--- src/pkg/seq_ext_pkg.sv ---
// Constants and carrier types for the sequencer extension register bank.
// Assumes one system clock and an index/data I/O port pair from the host.
package seq_ext_pkg;

    // ------------------------------------------------------------------
    // Register indices and write masks
    // ------------------------------------------------------------------
    localparam logic [7:0] IDX_ICON3 = 8'h2D;
    localparam logic [7:0] IDX_CURSOR = 8'h2E;
    localparam logic [7:0] IDX_HFA_PROG = 8'h2F;
    localparam logic [7:0] IDX_VW_DAC = 8'h32;
    localparam logic [7:0] IDX_SPARE = 8'h33;
    localparam logic [7:0] IDX_HOST_STOP = 8'h34;
    localparam logic [7:0] MASK_ICON3 = 8'hFF;
    localparam logic [7:0] MASK_CURSOR = 8'h07;
    localparam logic [7:0] MASK_HFA_PROG = 8'hFF;
    localparam logic [7:0] MASK_VW_DAC = 8'h27;
    localparam logic [7:0] MASK_HOST_STOP = 8'h1F;
    localparam logic [7:0] RST_VAL = 8'h00;

    // ------------------------------------------------------------------
    // Field positions
    // ------------------------------------------------------------------
    localparam int B_I3_EN = 0;
    localparam int B_I3_MODE = 1;
    localparam int B_I3_BLINK = 2;
    localparam int B_I3_HDBL = 3;
    localparam int B_I3_VDBL = 4;
    localparam int B_I3_MAP = 5;
    localparam int B_NARROW = 6;
    localparam int B_WIDE = 7;
    localparam int B_FINE3 = 0;
    localparam int B_EXTMAP = 1;
    localparam int B_THR = 0;
    localparam int B_PCLK_DIS = 4;
    localparam int B_PROG = 5;
    localparam int B_VWCAS = 0;
    localparam int B_DAC_CURRENT_REFERENCE = 5;
    localparam int B_STOP = 0;
    localparam int PROG_TVON = 0;
    localparam int PROG_NTSC = 2;

    // ------------------------------------------------------------------
    // Half-frame read FIFO geometry
    // ------------------------------------------------------------------
    localparam logic [4:0] HFA_STAGES = 5'h10;
    localparam logic [4:0] HFA_FILL_STEP = 5'h02;

    // ------------------------------------------------------------------
    // Carrier types
    // ------------------------------------------------------------------
    typedef struct packed {
        logic data_sel;
        logic wr;
        logic rd;
        logic [7:0] wdata;
    } io_req_t;

    typedef struct packed {
        logic linear_addr;
        logic ext_mode;
        logic graphics_mode;
        logic horiz_expand;
        logic cursor_icon_sel;
        logic icon0_map_sel;
        logic tv_out_sel;
        logic ntsc_pal;
        logic tv_power_on_output;
        logic pclk_sel;
        logic flat_panel_en;
        logic text_blink;
        logic [7:0] coarse_hpos;
        logic [2:0] fine_hpos_low;
    } ctx_t;

    typedef struct packed {
        logic icon_host_64;
        logic icon_fetch_64;
        logic icon3_visible;
        logic icon3_map_sel;
        logic icon3_vdouble;
        logic icon3_hdouble;
        logic icons_pushed_down;
        logic icon3_transparent;
        logic icons_1_3_allowed;
        logic [2:0] icon0_map_index;
        logic [11:0] cursor_hpos;
        logic [2:0] prog_pins;
        logic pclk_out_en;
        logic dac_dac_current_reference_on;
        logic [2:0] hfa_vw_cas;
        logic [4:0] host_stop;
    } status_t;

endpackage

--- src/hw/hfa_fifo_tracker.sv ---
// Empty-stage tracker for the half-frame read FIFO.
// Assumes drain and fill strobes are one-cycle pulses on the system clock.
`timescale 1ns/100ps
module hfa_fifo_tracker (
    // Clock and reset.
    input wire logic clk_i,
    input wire logic rst_n_i,
    // Threshold and FIFO events.
    input wire logic [3:0] thr_i,
    input wire logic drain_i,
    input wire logic fill_i,
    // Request and level.
    output logic fill_req_o,
    output logic [4:0] empty_o
);
    import seq_ext_pkg::*;

    logic [4:0] empty_q; // Empty 32-bit stages, FIFO starts empty.
    logic [4:0] empty_d;
    logic req_q; // Registered fill request.
    logic [4:0] up; // Stage freed by a 32-bit drain.
    logic [4:0] dn; // Two stages taken by a 64-bit fill.

    // ------------------------------------------------------------------
    // Level arithmetic
    // ------------------------------------------------------------------
    // Drain and fill may coincide; the FIFO keeps refilling while it drains.
    assign up = (drain_i && empty_q != HFA_STAGES) ? 5'h01 : 5'h00; // [RULE_19]
    assign dn = (fill_i && empty_q >= HFA_FILL_STEP) ? HFA_FILL_STEP : 5'h00;
    assign empty_d = empty_q + up - dn;

    // Level and request registers.
    always_ff @(posedge clk_i or negedge rst_n_i) begin
        if (!rst_n_i) begin
            empty_q <= HFA_STAGES;
            req_q <= 1'b0;
        end else begin
            empty_q <= empty_d;
            req_q <= (empty_d >= {1'b0, thr_i}); // [RULE_19]
        end
    end

    assign fill_req_o = req_q;
    assign empty_o = empty_q;

    // Request follows the empty count against the threshold; the first edge after
    // reset is skipped because the request flop only then takes its first value.
    fill_req_a: assert property (@(posedge clk_i) disable iff (!rst_n_i) // [RULE_19]
        (empty_q >= {1'b0, thr_i}) && $stable(thr_i) && $past(rst_n_i) |-> fill_req_o)
        else $error("Fill request missing at threshold.");
endmodule

--- src/hw/icon_cursor_hfa_seq_regs.sv ---
// Sequencer extension register bank: icon 3, cursor fine position,
// programmable pins, pixel clock gating, half-frame FIFO thresholds.
// Assumes the host drives index/data port strobes on the system clock
// and that all mode context comes from logic on the same clock.
//
// What this block does
// RULE_01: Linear addressing limits host to 32-bit unless wide.
// RULE_02: Software sets narrow-read when clearing wide access.
// RULE_03: Narrow-read clear forces 64-bit icon fetch.
// RULE_04: Icon 3 map bit picks map 0 or 1.
// RULE_05: Vertical doubling gives 128 lines, pushes icons down.
// RULE_06: Horizontal doubling gives 128 pixel wide icon.
// RULE_07: Blink toggles icon at half cursor rate.
// RULE_08: Mode bit picks four colours or transparent.
// RULE_09: Icon 3 shown only while enable set.
// RULE_10: Non-zero extended map disables icons one to three.
// RULE_11: Extended field plus map bit index eight maps.
// RULE_12: Cursor position joins coarse, fine bit, low bits.
// RULE_13: Fine bit writes only when cursor selected.
// RULE_14: Non-expanded graphics forces fine bit to zero.
// RULE_15: Software places cursor within ten dots first.
// RULE_16: Pin bits drive pins while TV select clear.
// RULE_17: TV select routes standard and power to pins.
// RULE_18: Disable bit gates pixel clock to panel use.
// RULE_19: Fill request once empty stages reach threshold.
// RULE_20: Software keeps half-frame threshold between four and fifteen.
// RULE_21: DAC reference power follows its bit.
// RULE_22: Video window fill uses field-count column strobes.
// RULE_23: Reserved bits read zero, ignore writes.
`timescale 1ns/100ps
module icon_cursor_hfa_seq_regs (
    // Clock and reset.
    input wire logic CLK_SYS_I,
    input wire logic RESETN_I,
    // Host index/data port.
    input wire seq_ext_pkg::io_req_t IO_REQ_I,
    output logic [7:0] IO_RDATA_O,
    // Display mode context.
    input wire seq_ext_pkg::ctx_t CTX_I,
    // Half-frame FIFO events.
    input wire logic HFA_DRAIN_I,
    input wire logic HFA_FILL_I,
    // Block outputs.
    output seq_ext_pkg::status_t STATUS_O,
    output logic HFA_FILL_REQ_O
);
    import seq_ext_pkg::*;

    // ------------------------------------------------------------------
    // Registers
    // ------------------------------------------------------------------
    logic [7:0] index_q; // Current register index.
    logic [7:0] icon3_q; // Icon 3 control and memory access.
    logic [7:0] cursor_q; // Cursor fine bit and icon 0 extended map.
    logic [7:0] hfa_prog_q; // Threshold, clock disable and pin bits.
    logic [7:0] vw_dac_q; // Video window count and reference power.
    logic [7:0] host_stop_q; // Host cycle stop controls.
    logic [7:0] rdata_q; // Read data holding register.
    status_t status_q; // Registered block outputs.
    status_t status_d; // Next block outputs.
    logic blink_prev_q; // Last sample of the text cursor blink.
    logic blink_half_q; // Blink phase at half the cursor rate.

    // ------------------------------------------------------------------
    // Port decoding
    // ------------------------------------------------------------------
    logic wr_index; // Write to the index port.
    logic wr_data; // Write to the data port.
    logic rd_data; // Read from the data port.
    logic hit_icon3; // Data write to the icon 3 register.
    logic hit_cursor; // Data write to the cursor register.
    logic hit_hfa_prog; // Data write to the threshold register.
    logic hit_vw_dac; // Data write to the video window register.
    logic hit_host_stop; // Data write to the host stop register.
    logic [7:0] rd_val; // Selected register for a data read.

    // Index and data strobes come straight from the host port.
    assign wr_index = IO_REQ_I.wr && !IO_REQ_I.data_sel;
    assign wr_data = IO_REQ_I.wr && IO_REQ_I.data_sel;
    assign rd_data = IO_REQ_I.rd && IO_REQ_I.data_sel;

    // Each write hit is the data strobe qualified by the held index.
    assign hit_icon3 = wr_data && (index_q == IDX_ICON3);
    assign hit_cursor = wr_data && (index_q == IDX_CURSOR);
    assign hit_hfa_prog = wr_data && (index_q == IDX_HFA_PROG);
    assign hit_vw_dac = wr_data && (index_q == IDX_VW_DAC);
    assign hit_host_stop = wr_data && (index_q == IDX_HOST_STOP);

    // ------------------------------------------------------------------
    // Cursor fine position control
    // ------------------------------------------------------------------
    logic fine_wr_ok; // The cursor, not the icon, is selected.
    logic fine_forced; // Graphics mode without horizontal expansion.
    logic [7:0] cursor_wr; // Masked value a cursor write would store.
    logic [7:0] cursor_d; // Next cursor register value.

    // Fine bit updates only while the cursor is the selected object.
    assign fine_wr_ok = !CTX_I.cursor_icon_sel; // [RULE_13]
    assign fine_forced = CTX_I.graphics_mode && !CTX_I.horiz_expand;

    // Keep the old fine bit when the icon owns the position registers.
    assign cursor_wr = {IO_REQ_I.wdata[7:1] & MASK_CURSOR[7:1],
                        fine_wr_ok ? IO_REQ_I.wdata[B_FINE3] : cursor_q[B_FINE3]};

    // The forced zero also clears the stored bit so it reads as zero.
    always_comb begin
        cursor_d = hit_cursor ? cursor_wr : cursor_q;
        if (fine_forced) begin
            cursor_d[B_FINE3] = 1'b0; // [RULE_14]
        end
    end

    // ------------------------------------------------------------------
    // Read multiplexer
    // ------------------------------------------------------------------
    // Unknown and spare indices read as zero.
    always_comb begin
        if (index_q == IDX_ICON3) begin
            rd_val = icon3_q;
        end else if (index_q == IDX_CURSOR) begin
            rd_val = cursor_q;
        end else if (index_q == IDX_HFA_PROG) begin
            rd_val = hfa_prog_q;
        end else if (index_q == IDX_VW_DAC) begin
            rd_val = vw_dac_q;
        end else if (index_q == IDX_HOST_STOP) begin
            rd_val = host_stop_q;
        end else begin
            rd_val = RST_VAL; // [RULE_23]
        end
    end

    // ------------------------------------------------------------------
    // Register file
    // ------------------------------------------------------------------
    // Index register; any value is accepted and held.
    always_ff @(posedge CLK_SYS_I or negedge RESETN_I) begin
        if (!RESETN_I) begin
            index_q <= RST_VAL;
        end else if (wr_index) begin
            index_q <= IO_REQ_I.wdata;
        end
    end

    // Icon 3 register; every bit is writable.
    always_ff @(posedge CLK_SYS_I or negedge RESETN_I) begin
        if (!RESETN_I) begin
            icon3_q <= RST_VAL;
        end else if (hit_icon3) begin
            icon3_q <= IO_REQ_I.wdata & MASK_ICON3;
        end
    end

    // Cursor register; reserved bits are masked off on the way in.
    always_ff @(posedge CLK_SYS_I or negedge RESETN_I) begin
        if (!RESETN_I) begin
            cursor_q <= RST_VAL;
        end else begin
            cursor_q <= cursor_d; // [RULE_13] [RULE_23]
        end
    end

    // Threshold and pin register.
    always_ff @(posedge CLK_SYS_I or negedge RESETN_I) begin
        if (!RESETN_I) begin
            hfa_prog_q <= RST_VAL;
        end else if (hit_hfa_prog) begin
            hfa_prog_q <= IO_REQ_I.wdata & MASK_HFA_PROG;
        end
    end

    // Video window count and reference power; reserved bits stay zero.
    always_ff @(posedge CLK_SYS_I or negedge RESETN_I) begin
        if (!RESETN_I) begin
            vw_dac_q <= RST_VAL;
        end else if (hit_vw_dac) begin
            vw_dac_q <= IO_REQ_I.wdata & MASK_VW_DAC; // [RULE_23]
        end
    end

    // Host stop controls; their effect lives in the memory arbiter.
    always_ff @(posedge CLK_SYS_I or negedge RESETN_I) begin
        if (!RESETN_I) begin
            host_stop_q <= RST_VAL;
        end else if (hit_host_stop) begin
            host_stop_q <= IO_REQ_I.wdata & MASK_HOST_STOP; // [RULE_23]
        end
    end

    // Read data: the index port returns the index, the data port the register.
    always_ff @(posedge CLK_SYS_I or negedge RESETN_I) begin
        if (!RESETN_I) begin
            rdata_q <= RST_VAL;
        end else if (IO_REQ_I.rd) begin
            rdata_q <= IO_REQ_I.data_sel ? rd_val : index_q;
        end
    end

    // ------------------------------------------------------------------
    // Icon blink divider
    // ------------------------------------------------------------------
    logic blink_rise; // Rising edge of the cursor blink phase.

    // Toggling on each rising edge halves the cursor blink rate.
    assign blink_rise = CTX_I.text_blink && !blink_prev_q;

    // Blink edge detector and half-rate phase.
    always_ff @(posedge CLK_SYS_I or negedge RESETN_I) begin
        if (!RESETN_I) begin
            blink_prev_q <= 1'b0;
            blink_half_q <= 1'b0;
        end else begin
            blink_prev_q <= CTX_I.text_blink;
            blink_half_q <= blink_half_q ^ blink_rise; // [RULE_07]
        end
    end

    // ------------------------------------------------------------------
    // Output decoding
    // ------------------------------------------------------------------
    logic [1:0] ext_map; // Icon 0 extended map field.
    logic ext_map_on; // Extended map mode is active.

    assign ext_map = cursor_q[B_EXTMAP +: 2];
    assign ext_map_on = (ext_map != 2'b00);

    // All status outputs are decoded here and registered in status_q.
    always_comb begin
        status_d = '0;
        // Host width is narrowed only under linear addressing.
        status_d.icon_host_64 = !CTX_I.linear_addr || icon3_q[B_WIDE]; // [RULE_01]
        // Narrow-read clear fixes 64-bit fetch; set follows the mode.
        status_d.icon_fetch_64 = !icon3_q[B_NARROW] || CTX_I.ext_mode
                                 || icon3_q[B_WIDE]; // [RULE_03]
        status_d.icon3_map_sel = icon3_q[B_I3_MAP]; // [RULE_04]
        status_d.icon3_vdouble = icon3_q[B_I3_VDBL]; // [RULE_05]
        status_d.icons_pushed_down = icon3_q[B_I3_VDBL] && icon3_q[B_I3_EN]; // [RULE_05]
        status_d.icon3_hdouble = icon3_q[B_I3_HDBL]; // [RULE_06]
        status_d.icon3_transparent = icon3_q[B_I3_MODE]; // [RULE_08]
        // Blink blanks the icon on alternate half-rate phases.
        status_d.icon3_visible = icon3_q[B_I3_EN] && !ext_map_on
                                 && (!icon3_q[B_I3_BLINK] || blink_half_q); // [RULE_07] [RULE_09]
        // Extended map mode leaves only icon 0 usable.
        status_d.icons_1_3_allowed = !ext_map_on; // [RULE_10]
        // Extended field forms the upper bits of icon 0's map index.
        status_d.icon0_map_index = {ext_map, CTX_I.icon0_map_sel}; // [RULE_11]
        // Coarse, fine bit three and low fine bits form twelve bits.
        status_d.cursor_hpos = {CTX_I.coarse_hpos, cursor_q[B_FINE3],
                                CTX_I.fine_hpos_low}; // [RULE_12]
        // Pins follow their bits unless TV output takes two of them.
        status_d.prog_pins = hfa_prog_q[B_PROG +: 3]; // [RULE_16]
        if (CTX_I.tv_out_sel) begin
            status_d.prog_pins[PROG_NTSC] = CTX_I.ntsc_pal; // [RULE_17]
            status_d.prog_pins[PROG_TVON] = CTX_I.tv_power_on_output; // [RULE_17]
        end
        // Pixel clock is gated off in CRT-only use when disabled.
        status_d.pclk_out_en = CTX_I.pclk_sel && (!hfa_prog_q[B_PCLK_DIS]
                               || CTX_I.flat_panel_en); // [RULE_18]
        status_d.dac_dac_current_reference_on = vw_dac_q[B_DAC_CURRENT_REFERENCE]; // [RULE_21]
        status_d.hfa_vw_cas = vw_dac_q[B_VWCAS +: 3]; // [RULE_22]
        status_d.host_stop = host_stop_q[B_STOP +: 5];
    end

    // Output register.
    always_ff @(posedge CLK_SYS_I or negedge RESETN_I) begin
        if (!RESETN_I) begin
            status_q <= '0;
        end else begin
            status_q <= status_d;
        end
    end

    assign STATUS_O = status_q;
    assign IO_RDATA_O = rdata_q;

    // ------------------------------------------------------------------
    // Half-frame FIFO request
    // ------------------------------------------------------------------
    // The tracker's own flop drives the request output.
    hfa_fifo_tracker u_hfa_tracker (
        .clk_i(CLK_SYS_I),
        .rst_n_i(RESETN_I),
        .thr_i(hfa_prog_q[B_THR +: 4]),
        .drain_i(HFA_DRAIN_I),
        .fill_i(HFA_FILL_I),
        .fill_req_o(HFA_FILL_REQ_O),
        .empty_o()
    );

    // ------------------------------------------------------------------
    // Assertions
    // ------------------------------------------------------------------
    host_width_a: assert property (@(posedge CLK_SYS_I) disable iff (!RESETN_I) // [RULE_01]
        CTX_I.linear_addr && !icon3_q[B_WIDE] |=> !STATUS_O.icon_host_64)
        else $error("Host width not narrowed.");

    fetch_width_a: assert property (@(posedge CLK_SYS_I) disable iff (!RESETN_I) // [RULE_03]
        !icon3_q[B_NARROW] |=> STATUS_O.icon_fetch_64)
        else $error("Fetch width not 64 bits.");

    icon3_map_a: assert property (@(posedge CLK_SYS_I) disable iff (!RESETN_I) // [RULE_04]
        hit_icon3 |=> ##1 STATUS_O.icon3_map_sel == $past(IO_REQ_I.wdata[B_I3_MAP], 2))
        else $error("Icon 3 map select wrong.");

    icon3_off_a: assert property (@(posedge CLK_SYS_I) disable iff (!RESETN_I) // [RULE_09]
        !icon3_q[B_I3_EN] |=> !STATUS_O.icon3_visible)
        else $error("Disabled icon 3 shown.");

    ext_map_a: assert property (@(posedge CLK_SYS_I) disable iff (!RESETN_I) // [RULE_10]
        ext_map_on |=> !STATUS_O.icons_1_3_allowed && !STATUS_O.icon3_visible)
        else $error("Icons allowed in extended map mode.");

    map_index_a: assert property (@(posedge CLK_SYS_I) disable iff (!RESETN_I) // [RULE_11]
        1'b1 |=> STATUS_O.icon0_map_index == $past({ext_map, CTX_I.icon0_map_sel}))
        else $error("Icon 0 map index wrong.");

    fine_lock_a: assert property (@(posedge CLK_SYS_I) disable iff (!RESETN_I) // [RULE_13]
        hit_cursor && CTX_I.cursor_icon_sel && !fine_forced |=> $stable(cursor_q[B_FINE3]))
        else $error("Fine bit written while icon selected.");

    fine_zero_a: assert property (@(posedge CLK_SYS_I) disable iff (!RESETN_I) // [RULE_14]
        fine_forced |=> !cursor_q[B_FINE3] ##1 !STATUS_O.cursor_hpos[3])
        else $error("Fine bit not forced to zero.");

    prog_pins_a: assert property (@(posedge CLK_SYS_I) disable iff (!RESETN_I) // [RULE_16]
        !CTX_I.tv_out_sel |=> STATUS_O.prog_pins == $past(hfa_prog_q[B_PROG +: 3]))
        else $error("Pins do not follow register.");

    tv_pins_a: assert property (@(posedge CLK_SYS_I) disable iff (!RESETN_I) // [RULE_17]
        CTX_I.tv_out_sel |=> STATUS_O.prog_pins[PROG_NTSC] == $past(CTX_I.ntsc_pal)
        && STATUS_O.prog_pins[PROG_TVON] == $past(CTX_I.tv_power_on_output)
        && STATUS_O.prog_pins[1] == $past(hfa_prog_q[B_PROG + 1]))
        else $error("TV pin routing wrong.");

    pclk_gate_a: assert property (@(posedge CLK_SYS_I) disable iff (!RESETN_I) // [RULE_18]
        hfa_prog_q[B_PCLK_DIS] && !CTX_I.flat_panel_en |=> !STATUS_O.pclk_out_en)
        else $error("Pixel clock not gated.");

    dac_current_reference_power_a: assert property (@(posedge CLK_SYS_I) disable iff (!RESETN_I) // [RULE_21]
        hit_vw_dac |=> ##1 STATUS_O.dac_dac_current_reference_on == $past(IO_REQ_I.wdata[B_DAC_CURRENT_REFERENCE], 2))
        else $error("Reference power wrong.");

    vw_cas_a: assert property (@(posedge CLK_SYS_I) disable iff (!RESETN_I) // [RULE_22]
        hit_vw_dac |=> ##1 STATUS_O.hfa_vw_cas == $past(IO_REQ_I.wdata[2:0], 2))
        else $error("Column strobe count wrong.");

    spare_zero_a: assert property (@(posedge CLK_SYS_I) disable iff (!RESETN_I) // [RULE_23]
        rd_data && index_q == IDX_SPARE |=> IO_RDATA_O == 8'h00)
        else $error("Spare register not zero.");

    blink_half_a: assert property (@(posedge CLK_SYS_I) disable iff (!RESETN_I) // [RULE_07]
        blink_rise |=> blink_half_q != $past(blink_half_q))
        else $error("Blink phase did not toggle.");

    // Main scenarios worth seeing.
    tv_mode_c: cover property (@(posedge CLK_SYS_I) CTX_I.tv_out_sel && hit_hfa_prog);
    ext_map_c: cover property (@(posedge CLK_SYS_I) ext_map_on && STATUS_O.icon0_map_index[2]);
    fine_lock_c: cover property (@(posedge CLK_SYS_I) hit_cursor && CTX_I.cursor_icon_sel);
    fill_req_c: cover property (@(posedge CLK_SYS_I) $rose(HFA_FILL_REQ_O));
endmodule

--- config.mk ---
export PLATFORM = sky130hd
export DESIGN_NAME = icon_cursor_hfa_seq_regs
export DESIGN_NICKNAME = d
export VERILOG_FILES = /design/src/pkg/seq_ext_pkg.sv /design/src/hw/hfa_fifo_tracker.sv /design/src/hw/icon_cursor_hfa_seq_regs.sv
export SDC_FILE = /design/constraint.sdc
export NUM_CORES = 1
export LEC_CHECK = 0
export CORE_ASPECT_RATIO = 0.9
export CORE_UTILIZATION = 33
export CTS_BUF_LIST = sky130_fd_sc_hd__clkbuf_8
export CTS_CLUSTER_SIZE = 12
export DETAILED_ROUTE_END_ITERATION = 16
export DONT_BUFFER_PORTS = 1
export HOLD_SLACK_MARGIN = 0.1
export PLACE_DENSITY_LB_ADDON = 0.1
export REMOVE_ABC_BUFFERS = 1
export SLEW_MARGIN = 0
export SYNTH_ARGS = -nofsm -noshare
export SYNTH_HDL_FRONTEND = slang
export SYNTH_SLANG_ARGS = --single-unit
export TNS_END_PERCENT = 30
--- constraint.sdc ---
create_clock -name CLK_SYS_I -period 2.89 [get_ports CLK_SYS_I]
set_input_delay 0.289 -clock CLK_SYS_I [delete_from_list [all_inputs] [get_ports CLK_SYS_I]]
set_output_delay 0.289 -clock CLK_SYS_I [all_outputs]
set_load 0.005 [all_outputs]
# After elaboration in Yosys (flattened, before gate mapping)

Index checks and enable logic that the tools add are counted.

Input port bits: 38
Flip-flop bits (word level): 89

Bitwise gates (word level): 1
Reductions and logical operators: 31
Multiplexer cells: 13
Order comparisons: 2
Equality and inequality tests: 7
Add/sub/neg operators: 2

Operator list:

| cell                                                               | count |
|---|---|
| == test 8 x 6 -> 1 bit (second input constant)                     | 5 |
| 2-to-1 mux 8 bit                                                   | 5 |
| logical AND 1 bit                                                  | 15 |
| logical NOT 1 bit                                                  | 8 |
| 2-to-1 mux 1 bit                                                   | 6 |
| adder 5 bit                                                        | 1 |
| greater-or-equal comparator 5 x 2 -> 1 bit (second input constant) | 1 |
| greater-or-equal comparator 5 x 4 -> 1 bit                         | 1 |
| logical OR 1 bit                                                   | 5 |
| 2-to-1 mux 5 bit                                                   | 1 |
| inequality test 5 bit (second input constant)                      | 1 |
| subtractor 5 bit                                                   | 1 |
| nonzero test 2 bit                                                 | 2 |
| 2-to-1 mux 2 bit                                                   | 1 |
| inequality test 2 x 1 -> 1 bit (second input constant)             | 1 |
| AND reduction 2 bit                                                | 1 |
| XOR 1 bit                                                          | 1 |

# Longest topological paths before layout

Depth after elaboration: 7
Gate-level depth with buffers: 14
Gate-level depth less buffers: 14

# Modules after synthesis

From an unflattened synthesis, not the netlist that was laid out.

Cells, all modules: 277
Area, all modules: 3661.0 sq um

By module, submodules not included:

| module                   | cells an instance | area each (sq um) | times used |
|---|---|---|---|
| icon_cursor_hfa_seq_regs | 227               | 3190.6            | 1 |
| hfa_fifo_tracker         | 50                | 470.5             | 1 |

# Least setup slack after synthesis

No wires, ideal clock.

Kind: register -> register
Start: register u_hfa_tracker.empty_q[4] (netlist: u_hfa_tracker.empty_o[4])
End: register u_hfa_tracker.req_q (netlist: u_hfa_tracker.fill_req_o)
Data arrival time: 2.245 ns
Cell stages (with the launch flop): 13
Buffers on the path: 0
Slack: 0.503 ns
Setup time: 0.142 ns
Required time: 2.748 ns
Path through: dfstp_2 inv_1 ha_1 o21a_1 o21ai_0 ha_1 ha_1 o21a_1 nor2_1 xor2_1 ha_1 inv_1 o2111ai_1

Cells in the longest elaborated chain, start to end: 6

Ends and longest elaborated chain:

| element                                      | RTL line               | RTL |
|---|---|---|
| start, declared                              | hfa_fifo_tracker.sv:18 | `logic [4:0] empty_q;` |
| start signal, assigned                       | hfa_fifo_tracker.sv:38 | `empty_q <= empty_d;` |
| inequality test 5 bit                        | hfa_fifo_tracker.sv:28 | `assign up = (drain_i && empty_q != HFA_STAGES) ? 5'h01 : 5'h00;` |
| logical AND 1 bit                            | hfa_fifo_tracker.sv:28 |  |
| 2-to-1 mux 1 bit                             | hfa_fifo_tracker.sv:28 |  |
| adder 5 bit                                  | hfa_fifo_tracker.sv:30 | `assign empty_d = empty_q + up - dn;` |
| subtractor 5 bit *                           | hfa_fifo_tracker.sv:30 |  |
| via u_hfa_tracker.empty_d[3]                 | hfa_fifo_tracker.sv:19 | `logic [4:0] empty_d;` |
| greater-or-equal comparator 5 x 4 -> 1 bit * | hfa_fifo_tracker.sv:39 | `req_q <= (empty_d >= {1'b0, thr_i});` |
| end signal, assigned                         | hfa_fifo_tracker.sv:39 |  |
| end, declared                                | hfa_fifo_tracker.sv:20 | `logic req_q;` |

The timed path passes the listed nets; every way through them passes the cells marked *.
A chain may end at the register's enable or synchronous reset.

# Final worst setup path

Ends and elaborated chain as after synthesis.

==> key figures <==
Outcome
  • Status: finished, final reports clean

Clock tree
  • CTS Sinks: 89
  • Deepest clock path buffer count: 2
  • # H-tree levels: 3
  • CTS buffer count: 9
  • Clock transition at path regs: 0.09 ns
  • TritonCTS clock tree: done
  • # Post-CTS Setup Buffers: 0
  • CTS Root Cell: clkbuf_8
  • Worst skew pair latency: 0.36 ns

Worst hold path
  • Hold Path Class: in2reg
  • Worst Hold Path Cells: 3
  • Worst hold endpoint: IO_RDATA_O[0]
  • HP Start: IO_REQ_I[8]

GRT
  • All-Layer GR Usage: 15.6%
  • Initial antenna violation count: 0
  • Vias in the first global route: 2319
  • Largest net degree at the start of global routing: 90
  • Gr ovfl total: 0
  • Global-route wire length before repair: 13.3 mm

Finish
  • Post-Route Utilization: 41.2%
  • Layout net count: 363
  • Post-Layout Cell Count: 471
  • ANT cells: 0
  • FILL cells: 1043
  • Layout cells sized above 1: 22.9%
  • Cell area after layout: 0.00449 mm2
  • P&R area growth vs syn: 20.9%

STA
  • RSZ-0062 raised after global routing: false
  • Post-route setup slack: 0.316 ns
  • Fmax: 0.389 GHz
  • Period minus WS final: 2.57 ns
  • # setup viols final: 0
  • Tcrit/Tclk final: 89.1%
  • Setup total negative slack: 0 ns
  • Slew headroom: 41.7%
  • Fin Hold WS: 0.129 ns
  • Hold Violations, Final: 0
  • Actual slew at the worst max-slew pin: 0.874 ns
  • Clk_skew: 0.00749 ns
  • Pins Over Slew Limit: 0

Power
  • Total power: 3.20 mW
  • PwrDens: 712 mW/mm2
  • Leakage: 2.06 nW
  • Max IR drop VDD: 0.000212 V

Critical path
  • Crit start category: register
  • FF-to-FF Start: u_hfa_tracker.empty_o[4]
  • R2R Setup Slk: 0.32 ns
  • WP data arrival: 2.79 ns
  • RR Endpoint: u_hfa_tracker.fill_req_o
  • Worst r2r path cells: 12
  • Setup crit end kind: register
  • CP max FO: 3
  • Worst Path Required: 3.11 ns
  • CP Class: reg2reg

Synthesis
  • Top-count cell post-synth: dfrtp_1
  • Async S/R FF share, synth: 100%
  • Mapped Cells: 273
  • Unique masters post-synth: 46
  • Syn avg cell area: 13.6 um2
  • Yosys top cell by area: dfrtp_1
  • Top post-synthesis cells by area: dfrtp_1 59%, mux2_4 8.5%, mux2_2 6.4%
  • Register area share after synthesis: 60.0%
  • Number of synthesized flops with an enable pin: 0
  • Share of the synthesized area in the top cell type: 59.3%
  • Cell area after synthesis: 0.00372 mm2
  • Synth warnings: 0
  • Leading register cell type out of synthesis: dfrtp_1
  • Synthesized flop and latch total: 89
  • Synth cell count leaders: 88 x dfrtp_1, 21 x mux2_2, 21 x mux2_4, 17 x nor2_1, 16 x inv_1

Place
  • Placed cells: 420
  • Setup Slack @ Placement: 0.318 ns
  • DP Wirelength: 5.34 mm
  • Cell Area, Placed: 0.00388 mm2
  • Port bufs: 0
  • Final Wtd Congestion: 0.713

Floorplan
  • Die height: 103 um
  • Initial Util: 34.1%
  • Top Ports: 84
  • Total core area: 0.0109 mm2
  • Die width: 114 um
  • FP Rows: 36
  • Die area: 0.0117 mm2

Route
  • 1st-pass router iterations: 4
  • Post-route DRC: 0
  • Total wire length: 8.44 mm
  • Routed len/inst: 17.9 um
  • Initial DRC count: 96
  • Routed vias: 2250
  • Final ANT Viol Nets: 0
  • Vias per cell: 4.78

Flow run
  • MaxCap Viol Count: 0
## kinds of logic after synthesis
family | after synthesis | share of synthesized area (%)
AOI/OAI and AO/OA | 38 | 7.04
xor gates and xnor gates | 3 | 0.707
adders and majority gates | 11 | 3.70
buffers and inverters | 26 | 3.27
DFF | 89 | 60.0
muxes | 42 | 14.8
and+or+nand+nor | 64 | 10.5
## worst max path at each step
stage                     slack [ns]                       end                     start  depth (start not counted)
after global placement          0.38  u_hfa_tracker.fill_req_o  u_hfa_tracker.empty_o[4]                         12
after global routing            0.07  u_hfa_tracker.fill_req_o  u_hfa_tracker.empty_o[4]                         12
after detailed placement        0.32  u_hfa_tracker.fill_req_o  u_hfa_tracker.empty_o[4]                         12
after floorplan                 0.50  u_hfa_tracker.fill_req_o  u_hfa_tracker.empty_o[4]                         12
final                           0.32  u_hfa_tracker.fill_req_o  u_hfa_tracker.empty_o[4]                         12
after CTS                       0.29  u_hfa_tracker.fill_req_o  u_hfa_tracker.empty_o[4]                         12
## critical path: stages, from the launching register on
cell and delay, ns:
dfstp_2 0.53, inv_1 0.06, ha_1 0.20, o21a_1 0.18, o21ai_0 0.17, ha_1 0.17, ha_1 0.23, o21a_1 0.14
nor2_1 0.12, xor2_1 0.20, ha_1 0.26, inv_1 0.06, o2111ai_1 0.11
## cell usage in the layout (no fill, tap or decap), drive strengths merged, types with 3 or more instances in the layout
| cell type | netlist | layout |
|---|---|---|
| clkinv | 0 | 3 |
| inv | 16 | 16 |
| clkbuf | 5 | 10 |
| nor2 | 17 | 17 |
| o211ai | 3 | 3 |
| nor3 | 4 | 4 |
| nand2b | 3 | 3 |
| nand4 | 4 | 4 |
| dlygate4sd3 | 0 | 34 |
| buf | 5 | 6 |
| a221oi | 6 | 6 |
| ha | 11 | 11 |
| dfrtp | 88 | 88 |
| bufinv | 0 | 3 |
| a22o | 3 | 3 |
| nand2 | 10 | 10 |
| nor2b | 6 | 6 |
| o21ai | 6 | 6 |
| mux2 | 42 | 42 |
| a21oi | 9 | 9 |
| nand3 | 5 | 5 |
## area by class of cell
type / instances / area [um2] / area share, %
Clock inverter: 6 / 105 / 2.34
Multi-Input combinational cell: 158 / 1370 / 30.4
Tap cell: 152 / 190 / 4.23
Sequential cell: 89 / 2230 / 49.6
Timing Repair Buffer: 40 / 405 / 9.02
Clock buffer: 10 / 138 / 3.06
Inverter: 16 / 60.1 / 1.34
## what timing repair did
item,4_1_cts,5_1_grt
endpoints found under the hold margin,150,0
resized for setup,0,0
hold buffers,35,0
## where the power goes
| group | internal [mW] | total [mW] | switching [mW] |
|---|---|---|---|
| clock | 0.594 | 1.03 | 0.440 |
| combinational | 0.329 | 0.666 | 0.337 |
| sequential | 1.39 | 1.50 | 0.111 |
| total | 2.31 | 3.20 | 0.888 |
## sequential cells by signal (all words and copies together), names as in the netlist
signal / flops
IO_RDATA_O: 8
STATUS_O: 37
blink_half_q: 1
blink_prev_q: 1
cursor_q: 3
hfa_prog_q: 8
host_stop_q: 5
icon3_q: 8
index_q: 8
u_hfa_tracker.empty_o: 5
u_hfa_tracker.fill_req_o: 1
vw_dac_q: 4
## layer usage
layer | routed length (um) | track usage, % | share of wire [%]
met3 | 604 | 5.06 | 7.2
met1 | 4010 | 20.6 | 47
met2 | 3720 | 24.4 | 44
met5 | 0 | 0 | 0
met4 | 109 | 5.09 | 1.3
Power figures use the tool's default switching activity.
